File: config.mk
export PLATFORM = sky130hd
export DESIGN_NAME = esa_dev_flat
export DESIGN_NICKNAME = d
export VERILOG_FILES = /design/src/rtl/esa_pkg.sv /design/src/rtl/esa_if.sv /design/src/rtl/esa_dev.sv /design/src/flat_wrapper.sv
export VERILOG_INCLUDE_DIRS = /design/src /design/src/rtl
export SDC_FILE = /design/constraint.sdc
export NUM_CORES = 2
export LEC_CHECK = 0
export ABC_CLOCK_PERIOD_IN_PS = 5300
export BUFFER_PORTS_ARGS = -buffer_cell sky130_fd_sc_hd__buf_2
export CAP_MARGIN = 25
export CORE_ASPECT_RATIO = 0.5
export CORE_MARGIN = 2
export CORE_UTILIZATION = 60
export DETAILED_ROUTE_END_ITERATION = 6
export PLACE_DENSITY = 0.78
export REMOVE_ABC_BUFFERS = 1
export SYNTH_ARGS = -nofsm -noshare
export SYNTH_HDL_FRONTEND = slang
export SYNTH_SLANG_ARGS = --single-unit
File: constraint.sdc
create_clock -name mclk -period 5.3 [get_ports mclk]
set_input_delay 1.06 -clock mclk [delete_from_list [all_inputs] [get_ports mclk]]
set_output_delay 1.06 -clock mclk [all_outputs]
set_load 0.005 [all_outputs]
File: src/rtl/esa_consts.svh
// Constants for the nonvolatile store access block: direct register map,
// key bytes, lock codes, store layout, timing and host register map.
// Assumes a 20 MHz mclk; included by both ends, the checker and the testbench.
`ifndef ESA_CONSTS_SVH
`define ESA_CONSTS_SVH

// Direct registers of the device (byte addresses on the link)
`define ESA_DA_EWA      6'h03
`define ESA_DA_EWD0     6'h04
`define ESA_DA_EWD1     6'h05
`define ESA_DA_EWD2     6'h06
`define ESA_DA_EWD3     6'h07
`define ESA_DA_EWCS     6'h08
`define ESA_DA_EWST     6'h09
`define ESA_DA_KEY      6'h3C

// Field positions in the direct control and status bytes
`define ESA_EWCS_EXW    7
`define ESA_EWCS_TRIG   8'h80
`define ESA_ST_WDN      0
`define ESA_ST_XEE      1
`define ESA_ST_UNL      2

// Unlock key, sent in this order to the key register upper byte
`define ESA_KEY0        8'h00
`define ESA_KEY1        8'h27
`define ESA_KEY2        8'h81
`define ESA_KEY3        8'h1F
`define ESA_KEY4        8'h77

// Store layout: 32 words, shadow copy 0x40 above
`define ESA_SHADOW_OFS  8'h40
`define ESA_NV_LAST     5'h1F
`define ESA_DATA_MSB    23
`define ESA_UW2_IDX     5'h17
`define ESA_UW1_IDX     5'h1F
`define ESA_CFG_IDX     5'h1D
`define ESA_LOCK_MSB    3
`define ESA_LOCK_LSB    0
`define ESA_CUD_BIT     4
`define ESA_DEL_BIT     5
`define ESA_DUR_BIT     6
`define ESA_LOCK_NV     4'hC
`define ESA_LOCK_ALL    4'h3
`define ESA_NV_RESET    32'h0000_0000

// Timing
`define ESA_CLK_HZ      20000000
`define ESA_NVW_MS      24
`define ESA_NVW_CYCLES  (`ESA_NVW_MS * (`ESA_CLK_HZ / 1000))

// Host registers on APB (byte addresses)
`define ESA_HA_ADDR     12'h000
`define ESA_HA_DATA     12'h004
`define ESA_HA_CMD      12'h008
`define ESA_HA_STAT     12'h00C
`define ESA_CMD_UNLOCK  0
`define ESA_CMD_WRITE   1
`define ESA_HS_BUSY     0
`define ESA_HS_DONE     1
`define ESA_HS_XEE      2
`define ESA_HS_UNL      3

// Host sequence steps
`define ESA_STEP_UNL_POLL 4'h5
`define ESA_STEP_WR_POLL  4'h6

`endif

File: src/rtl/esa_pkg.sv
// Types shared by both ends of the nonvolatile store access link.
// Assumes the constants header sits beside it.
package esa_pkg;

    // Device sequencer
    typedef enum logic [1:0] {
        ESA_D_LOAD = 2'b00,
        ESA_D_IDLE = 2'b01,
        ESA_D_SHW  = 2'b10,
        ESA_D_NVW  = 2'b11
    } esa_dev_state_t;

    // Host sequencer
    typedef enum logic [1:0] {
        ESA_H_IDLE = 2'b00,
        ESA_H_SEND = 2'b01,
        ESA_H_GAP  = 2'b10
    } esa_host_state_t;

    // Whole device state
    typedef struct packed {
        esa_dev_state_t    state;
        logic [31:0][31:0] nv;
        logic [31:0][23:0] sh;
        logic [4:0]        load_idx;
        logic              unlocked;
        logic [2:0]        key_idx;
        logic [7:0]        ewa;
        logic [31:0]       ewd;
        logic              wdn;
        logic              xee;
        logic [19:0]       tmr;
        logic              ack;
        logic [7:0]        rdata;
        logic [23:0]       param_q;
        logic              busy;
    } esa_dev_reg_t;

    // Whole host state
    typedef struct packed {
        esa_host_state_t state;
        logic            op_write;
        logic [3:0]      step;
        logic            req;
        logic            wr;
        logic [5:0]      addr;
        logic [7:0]      wdata;
        logic [7:0]      ext_addr;
        logic [31:0]     ext_data;
        logic            busy;
        logic            done;
        logic            xee;
        logic            unl;
        logic            pready;
        logic            pslverr;
        logic [31:0]     prdata;
    } esa_host_reg_t;

endpackage

File: src/rtl/esa_if.sv
// Direct register link between the host controller and the device.
// Assumes both ends run on the same mclk; one request at a time.
`timescale 1ns/1ps
`default_nettype none
interface esa_if;
    logic       req;    // Request level, held until ack
    logic       wr;     // 1 write, 0 read
    logic [5:0] addr;   // Direct register byte address
    logic [7:0] wdata;  // Write byte
    logic       ack;    // One-cycle answer pulse
    logic [7:0] rdata;  // Read byte, valid with ack

    modport dev (input req, input wr, input addr, input wdata, output ack, output rdata);
    modport host (output req, output wr, output addr, output wdata, input ack, input rdata);
endinterface
`default_nettype wire

File: src/rtl/esa_dev.sv
// Device end: nonvolatile parameter store with shadow copy, unlock key,
// write locks with user-word exceptions, and staged extended write.
// Assumes the host holds each link request until the one-cycle ack.
//
// Operation
// - Power-up copies every stored word into shadow.
// - Extended write to shadow leaves store untouched.
// - Shadow has store layout, addressed 0x40 higher.
// - Unused store bits absent in shadow, read 0.
// - Shadow omits the check bits.
// - Shadow writes get same protection checks, except lock 0xC.
// - Reads always succeed whatever the lock state.
// - Five key bytes to key register unlock writes.
// - Unlock holds until the next power-on reset.
// - Lock code 0xC blocks store, allows shadow.
// - Lock code 0x3 blocks store and shadow.
// - Either lock holds until reset clears the store; protect field frozen.
// - Exception fields default zero, no exceptions.
// - Unlocked part: bypass frees user words keylessly.
// - Locked part: override frees user words only.
// - Locked part: all other store words never writable.
// - Host first stages the 8-bit target address.
// - Host then stages the 32 data bits.
// - Trigger bit moves staged data to target.
// - Done bit on completion; store takes 24 ms.
// - Shadow write completes one cycle after trigger.
// - Refused target ends transfer, sets done and error.
`timescale 1ns/1ps
`default_nettype none
`include "esa_consts.svh"
module esa_dev
    import esa_pkg::*;
#(
    parameter int NVW_CYCLES = `ESA_NVW_CYCLES
)
(
    // Clock and reset
    input  wire logic        mclk,
    input  wire logic        arst_n,
    // Link from the host
    esa_if.dev               lnk,
    // Operating parameter read port
    input  wire logic [4:0]  param_sel,
    output logic      [23:0] param_q,
    // Status
    output logic             write_busy,
    output logic             unlocked
);

    esa_dev_reg_t r;
    esa_dev_reg_t next_r;

    // Write permission for one word, from the stored protect word
    function automatic logic write_ok(input logic [4:0] idx, input logic shadow,
                                      input logic [31:0] cfg, input logic unl);
        logic [3:0] lk;
        logic       locked;
        logic       user;
        lk = cfg[`ESA_LOCK_MSB:`ESA_LOCK_LSB];
        // Store lock only bites store words; full lock bites both
        locked = ((lk == `ESA_LOCK_NV) && !shadow) || (lk == `ESA_LOCK_ALL);
        user   = (idx == `ESA_UW2_IDX) || ((idx == `ESA_UW1_IDX) && cfg[`ESA_CUD_BIT]);
        if (locked) begin
            // Protect word itself is no user word, so it stays frozen
            write_ok = user && cfg[`ESA_DEL_BIT] && (cfg[`ESA_DUR_BIT] || unl);
        end else begin
            write_ok = unl || (user && cfg[`ESA_DUR_BIT]);
        end
    endfunction

    // Expected key byte for a match position
    function automatic logic [7:0] key_byte(input logic [2:0] i);
        case (i)
            3'h0:    key_byte = `ESA_KEY0;
            3'h1:    key_byte = `ESA_KEY1;
            3'h2:    key_byte = `ESA_KEY2;
            3'h3:    key_byte = `ESA_KEY3;
            default: key_byte = `ESA_KEY4;
        endcase
    endfunction

    // Next state: link decode, key matcher, power-up load, write engine
    always_comb begin
        logic       take;
        logic       trig;
        logic       to_sh;
        logic       to_nv;
        logic [4:0] widx;
        logic [7:0] st_byte;
        take    = lnk.req && !r.ack;
        trig    = 1'b0;
        to_sh   = (r.ewa >= `ESA_SHADOW_OFS) && (r.ewa <= (`ESA_SHADOW_OFS + 8'h1F));
        to_nv   = r.ewa <= 8'h1F;
        widx    = r.ewa[4:0];
        st_byte = {5'b00000, r.unlocked, r.xee, r.wdn};
        next_r  = r;
        next_r.ack = 1'b0;
        // Shadow read is free of any lock check; upper bits read zero
        next_r.param_q = r.sh[param_sel];

        // Direct register access, one per request
        if (take) begin
            next_r.ack = 1'b1;
            if (lnk.wr) begin
                case (lnk.addr)
                    `ESA_DA_EWA:  next_r.ewa         = lnk.wdata;
                    `ESA_DA_EWD0: next_r.ewd[31:24]  = lnk.wdata;
                    `ESA_DA_EWD1: next_r.ewd[23:16]  = lnk.wdata;
                    `ESA_DA_EWD2: next_r.ewd[15:8]   = lnk.wdata;
                    `ESA_DA_EWD3: next_r.ewd[7:0]    = lnk.wdata;
                    `ESA_DA_EWCS: trig = lnk.wdata[`ESA_EWCS_EXW];
                    `ESA_DA_KEY: begin
                        // Once open, the key register no longer matters
                        if (!r.unlocked) begin
                            if (lnk.wdata == key_byte(r.key_idx)) begin
                                if (r.key_idx == 3'h4) begin
                                    next_r.unlocked = 1'b1;
                                    next_r.key_idx  = 3'h0;
                                end else begin
                                    next_r.key_idx = 3'(r.key_idx + 3'h1);
                                end
                            end else begin
                                // A breaking byte may itself open a new attempt
                                next_r.key_idx = (lnk.wdata == `ESA_KEY0) ? 3'h1 : 3'h0;
                            end
                        end
                    end
                    default: ;
                endcase
            end else begin
                case (lnk.addr)
                    `ESA_DA_EWA:  next_r.rdata = r.ewa;
                    `ESA_DA_EWD0: next_r.rdata = r.ewd[31:24];
                    `ESA_DA_EWD1: next_r.rdata = r.ewd[23:16];
                    `ESA_DA_EWD2: next_r.rdata = r.ewd[15:8];
                    `ESA_DA_EWD3: next_r.rdata = r.ewd[7:0];
                    `ESA_DA_EWST: next_r.rdata = st_byte;
                    default:      next_r.rdata = 8'h00;
                endcase
            end
        end

        // Sequencer
        case (r.state)
            ESA_D_LOAD: begin
                // Only data bits travel; check bits stay in the store
                next_r.sh[r.load_idx] = r.nv[r.load_idx][`ESA_DATA_MSB:0];
                next_r.load_idx       = 5'(r.load_idx + 5'h01);
                if (r.load_idx == `ESA_NV_LAST) begin
                    next_r.state = ESA_D_IDLE;
                end
            end
            ESA_D_IDLE: begin
                // A trigger while busy or loading is dropped on purpose
                if (trig) begin
                    next_r.wdn = 1'b0;
                    next_r.xee = 1'b0;
                    if (!(to_sh || to_nv) ||
                        !write_ok(widx, to_sh, r.nv[`ESA_CFG_IDX], r.unlocked)) begin
                        next_r.wdn = 1'b1;
                        next_r.xee = 1'b1;
                    end else if (to_sh) begin
                        next_r.state = ESA_D_SHW;
                    end else begin
                        next_r.tmr   = 20'(NVW_CYCLES - 1);
                        next_r.state = ESA_D_NVW;
                    end
                end
            end
            ESA_D_SHW: begin
                // Store copy is left alone; the shadow change is temporary
                next_r.sh[widx] = r.ewd[`ESA_DATA_MSB:0];
                next_r.wdn      = 1'b1;
                next_r.state    = ESA_D_IDLE;
            end
            ESA_D_NVW: begin
                // Programming time modelled as a plain wait; shadow untouched
                if (r.tmr == 20'h00000) begin
                    next_r.nv[widx] = r.ewd;
                    next_r.wdn      = 1'b1;
                    next_r.state    = ESA_D_IDLE;
                end else begin
                    next_r.tmr = 20'(r.tmr - 20'h00001);
                end
            end
            default: next_r.state = ESA_D_IDLE;
        endcase
        // Busy kept in its own flop so the status pin needs no decode
        next_r.busy = (next_r.state != ESA_D_IDLE);
    end

    // State register; store cleared at power-on, so exceptions start off
    always_ff @(posedge mclk or negedge arst_n) begin
        if (!arst_n) begin
            r       <= '0;
            r.nv    <= {32{`ESA_NV_RESET}};
            r.state <= ESA_D_LOAD;
            r.busy  <= 1'b1;
        end else begin
            r <= next_r;
        end
    end

    // Outputs straight from flops
    assign lnk.ack    = r.ack;
    assign lnk.rdata  = r.rdata;
    assign param_q    = r.param_q;
    assign write_busy = r.busy;
    assign unlocked   = r.unlocked;

endmodule
`default_nettype wire

File: src/flat_wrapper.sv
// flat-port wrapper written by rule: the top's interface ports become plain ports
module esa_dev_flat import esa_pkg::*;
#(
    parameter int NVW_CYCLES = `ESA_NVW_CYCLES
)
  (mclk, arst_n, param_sel, param_q, write_busy, unlocked, lnk_req, lnk_wr, lnk_addr, lnk_wdata, lnk_ack, lnk_rdata);
  esa_if lnk_i ();
  input  wire logic mclk;
  input  wire logic arst_n;
  input  wire logic [4:0] param_sel;
  output logic      [23:0] param_q;
  output logic write_busy;
  output logic unlocked;
  input wire logic [$bits(lnk_i.req)-1:0] lnk_req;
  input wire logic [$bits(lnk_i.wr)-1:0] lnk_wr;
  input wire logic [$bits(lnk_i.addr)-1:0] lnk_addr;
  input wire logic [$bits(lnk_i.wdata)-1:0] lnk_wdata;
  output wire logic [$bits(lnk_i.ack)-1:0] lnk_ack;
  output wire logic [$bits(lnk_i.rdata)-1:0] lnk_rdata;
  assign lnk_i.req = lnk_req;
  assign lnk_i.wr = lnk_wr;
  assign lnk_i.addr = lnk_addr;
  assign lnk_i.wdata = lnk_wdata;
  assign lnk_ack = lnk_i.ack;
  assign lnk_rdata = lnk_i.rdata;
  esa_dev #(.NVW_CYCLES(NVW_CYCLES)) u_core (.mclk(mclk), .arst_n(arst_n), .lnk(lnk_i), .param_sel(param_sel), .param_q(param_q), .write_busy(write_busy), .unlocked(unlocked));
endmodule
==> Yosys cells after proc, flatten, opt, wreduce, memory -nomap -nowiden <==
Index checks and enable logic that the tools add are counted.
{ "totals": {"ff_bits": 1899} }
{ "op_classes": {"n_reduce_logical": 38, "mux": 48, "order_cmp": 8, "addsub": 3, "bitwise_logic": 2, "n_eq_ne": 27} }
{ "ops": {"columns": ["operator", "count"], "rows": [
  ["$bwmux W768", 2],
  ["$pmux W768 S2", 1],
  ["$mux W1026", 1],
  ["$bwmux W1024", 1],
  ["$demux W24 S5", 2],
  ["$bmux W32 S5", 1],
  ["$demux W32 S5", 1],
  ["$bmux W24 S5", 1],
  ["$mux W24", 4],
  ["$mux W20", 3],
  ["$pmux W8 S6", 1],
  ["$mux W8", 5],
  ["$pmux W20 S2", 1],
  ["$mux W32", 1],
  ["$pmux W8 S4", 1],
  ["$eq A6 B3 Y1 const B", 4],
  ["$mux W22", 1],
  ["$reduce_and A3 Y1", 7],
  ["$logic_not A20 Y1", 1],
  ["$sub A20 B1 Y20 const B", 1],
  ["$lt A5 B6 Y1 const B", 3],
  ["$eq A5 B5 Y1 const B", 3],
  ["$eq A6 B4 Y1 const B", 2],
  ["$mux W1", 11],
  ["other kinds (36)", 67]
]} }

==> Depth between registers and ports, before layout <==
{ "logic_depth": {"word_depth": 14, "ltp_mapped": 14, "depth_no_buf": 8} }

==> Least setup slack after synthesis <==
OpenSTA, ideal clock, no wires.
{ "synth_path": {"path_type": "input to register", "from": "in lnk_addr[1]", "to": "reg u_core.r[34] in the netlist's numbering", "arrival_ns": 3.594, "stages": 7, "required_time_ns": 5.175, "n_path_buf": 1, "slack_ns": 1.582, "path_cell_list": "clkbuf_1 > or3b_2 > or4_1 > a2111o_1 > o31ai_2 > nand2_1 > mux2_2"} }
{ "synth_via": {"elab_chain_cells": 6} }
{ "synth_lines": {"columns": ["element", "line", "source"], "rows": [
  ["start: declaration", "flat_wrapper.sv:16", "input wire logic [$bits(lnk_i.addr)-1:0] lnk_addr;"],
  ["$eq A6 B4 Y1", "esa_dev.sv:105", "case (lnk.addr)"],
  ["$mux W1", "esa_dev.sv:105", null],
  ["$mux W1", "esa_dev.sv:104", "if (lnk.wr) begin"],
  ["$mux W1", "esa_dev.sv:102", "if (take) begin"],
  ["$ne A2 B1 Y1 (no source line)", null, null],
  ["$reduce_and A5 Y1 (no source line)", null, null],
  ["end signal: assignment", "esa_dev.sv:200", "r <= next_r;"],
  ["end: declaration", "esa_dev.sv:50", "esa_dev_reg_t r;"]
]} }
No other way between the ends.
A chain may end at the register's enable or synchronous reset.

==> Worst setup path after layout <==
{ "layout_path": {"from": "reg u_core.r[1898] in the netlist's numbering", "to": "reg u_core.r[1362] in the netlist's numbering"} }
{ "layout_via": {"elab_chain_cells": 2} }
{ "layout_lines": {"columns": ["element", "line", "source"], "rows": [
  ["$eq A2 B2 Y1", "esa_dev.sv:144", "case (r.state)"],
  ["$reduce_and A2 Y1 (no source line)", null, null]
]} }
No other way between the ends.

==> flow_summary.toml <==
[hold_path]
worstHoldPathType = "input pin to async pin"

[drt]
routed_via_density = 7.478
drtPass1Iterations = 7
drt-initial-drc-count = 8247
wl_per_cell_um = 32.57
detail-route-antenna-nets = 0
route.detailed.drc = 1
via_count = 54412
wl_um = 237000

[critical_path]
critical-path-top-delay-family = "simple AND/OR/NAND/NOR gates"
crit_type = "flip-flop to flip-flop"
crit_chain = "ha_1, inv_1, or3_1, nor3_1, and3_1, nand2_1, buf_4, mux2_2"
r2r-start = "u_core.r[1898]"
rr_worst_depth = 8
worst_setup_path_start_kind = "flip-flop"
required_ps = 5980
cp_data_arrival_time_ps = 4820
cpMaxStageDelayCell = "ha_1"
crit_buf_inv = 2
crit_path_max_incr_delay_ps = 640
end_kind = "flip-flop"
cp_max_fo = 23
reg2reg_slack_ps = 1160
regToRegEndpoint = "u_core.r[1362]"

[grt]
grt_pass1_vias = 55487
grt_pass1_wl_um = 354100
overflow = 0
antenna_found_initial = 11
grt_util_all_layers_pct = 36.33
grt_max_degree = 147

[synth]
synth-seq-cells = 1643
yosysTopAreaCellShare_pct = 53.61
synth_edf_count = 0
synth_flop_cell = "dfrtp_1"
synthArstFlopShare_pct = 100.0
syn_inst = 5724
yosys-top-cells-area = "dfrtp_1, mux4_2, mux2_2"
yosysUniqueCellTypes = 68
syn-cell-area_um2 = 76650
seq_area_frac_synth_pct = 53.64
synth_warnings = 0
synth.avg_cell_area_um2 = 13.39
yosysTopAreaCell = "dfrtp_1"

[die]
die_height_um = 256.7
io_pins = 58
die_area_um2 = 130800
initial_utilization_pct = 60.64
die_x_um = 509.5
std_cell_rows = 92
fp.coreArea_um2 = 126400

[cts]
cts.sink_count = 1643
cts_resized = 0
htreeDepth = 4
cts-root-buf = "clkbuf_16"
postCtsHoldBufs = 0
path_clk_slew_ps = 70
clockBufferDepth = 3
cts_buffers = 146
cts_tree = "built"
clk_latency_ps = 810
postCtsSetupRepairBufs = 0

[place]
placed_cell_area_um2 = 78700
portBuffers = 57
dp_cells = 7010
gp_congestion = 0.9329
hpwlAfterDp_um = 137600

[final_layout]
fin_area_um2 = 83540
final_nets = 5505
finalNonFillerCells = 7276
area_growth_pct = 8.994
area.sequential_um2 = 41150
nFillCells = 8459
multi_input_area_um2 = 32960
drive_gt1_share_pct = 34.31

[power_and_ir_drop]
peakVddDrop_uv = 369.0
switching_share_pct = 27.98
powerDensity_nw_per_um2 = 327.8
combPwrFrac_pct = 13.3
leakagePower_uw = 0.03729
power.internal_uw = 19720
power_uw = 27390
p_seq_share_pct = 46.8
p_switching_uw = 7663
p_clk_share_pct = 39.8

[job]
max-cap-violations = 0

[sta]
finalSetupViolCount = 0
finalCriticalPeriod_ps = 4142
finalHoldViolCount = 0
tightest_slew_ps = 1114
period_share_pct = 78.15
rsz0062_at_grt = "false"
fmax_ghz = 0.2414
fin_skew_ps = 31.41
slew-limit-headroom_pct = 25.60
slew_viol_final = 0

[status]
violations = "DRC"
status = "complete, but fails checks"
==> cells by family (layout without fill, tap and decap cells) <==
kind of cell	after synthesis	count (layout)	share of synthesized area, %
compound gates	1768	1768	14.69
xor+xnor	5	5	0.05713
fa+ha+maj	15	15	0.2449
buf+inv	715	573	3.846
flops	1643	1643	53.64
mux	1276	1276	25.48
other cells	0	2	0
simple gates	302	302	2.039
==> worst max path at each step <==
stage	start	end	slack, ps	depth (start not counted)
finish	u_core.r[1898]	u_core.r[1362]	1160	8
global route	u_core.r[1898]	u_core.r[1375]	950	8
CTS	u_core.r[1898]	u_core.r[1375]	1250	8
detailed placement	u_core.r[1898]	u_core.r[1375]	1270	8
global placement	u_core.r[1898]	u_core.r[1357]	1370	8
floorplan	u_core.r[100]	u_core.r[537]	-4170	6
==> state kept, by name (all words and copies together) (netlist names) <==
signal / count
u_core.r: 1608
u_core.param_q: 24
u_core.lnk.rdata: 8
u_core.lnk.ack: 1
u_core.unlocked: 1
u_core.write_busy: 1
==> power by group through the flow <==
stage	Combinational (uW)	Clock (uW)	Sequential (uW)
finish	3650	10900	12800
global route	3810	11400	12800
CTS	3580	10900	12800
detailed placement	3560	0	13100
global placement	3510	0	13100
floorplan	1340	0	13400
==> stage by stage <==
stage | hold slack, ps | setup slack [ps] | utilization (%) | setup TNS [ps]
after floorplan | 466.3 | -4172 | - | -3125040
after global placement | 456.8 | 1372 | 62.23 | 0
after detailed placement | 462.3 | 1271 | 62.26 | 0
after CTS | 321.0 | 1247 | 66.08 | 0
after global routing | 367.6 | 948.1 | 66.09 | 0
final | 294.1 | 1158 | 66.10 | 0
==> placed cells by master (no fill, tap or decap), types with 15 or more instances in the layout <==
cell type  Yosys  routed
a21oi_2        0      17
mux4_2       435     435
a21oi_4        0      15
ha_1          15      15
clkbuf_8       0      36
buf_2          7      53
nand2_1       86      86
dfrtp_1     1642    1616
and3_1        29      29
clkinv_2       0      24
a221oi_1      30      30
dfrtp_2        0      24
a21oi_1       48      16
mux2_2       763     763
buf_4         32     210
nor2_1        73      40
nor2_2         0      25
a22oi_1      818     818
o21ai_0      796     796
a22o_1        24      24
mux2_4        72      72
clkbuf_16      0     148
clkbuf_1     590      33
inv_1         17      17
nor3_1        18      17
buf_12         0      26
==> synth_stat cells (all sizes together) (5+ instances only) <==
master,count
mux4,435
or4,5
or3,10
or2,6
nor3b,11
nor2,73
buf,108
a31oi,13
a22oi,818
mux2i,6
and3,29
nand2,94
and2,7
a221oi,30
nand4,5
o21ai,796
clkbuf,590
o31ai,6
ha,15
nor4,6
inv,17
a21oi,48
nand3,13
nand2b,5
mux2,835
dfrtp,1642
nor3,19
a22o,24
==> worst reg2reg max path, stage by stage (launching register included) <==
cell and delay [ps]:
dfrtp_1 390, ha_1 640, inv_1 460, or3_1 440, nor3_1 440, and3_1 580
nand2_1 420, buf_4 350, mux2_2 310
==> layer usage <==
layer  GRT usage (%)  part of all wire, %  up-vias  routed length (um)
li1                -                    -    21353                   -
met1           48.55                   36    28347               86120
met2           51.68                   44     4015              103600
met3           15.54                   15      683               36010
met4           16.79                  4.7       14               11140
met5               0                0.046        -                 108
==> layout make-up <==
cell class	count	area share, %
Antenna cell	2	0.005991
Clock buffer	216	5.158
Inverter	17	0.07638
Timing Repair Buffer	293	2.894
Sequential cell	1643	49.26
Tap cell	1692	2.534
Multi-Input combinational cell	3366	39.46
Clock inverter	47	0.6140
Note: power is estimated with default switching activity, not from simulation.
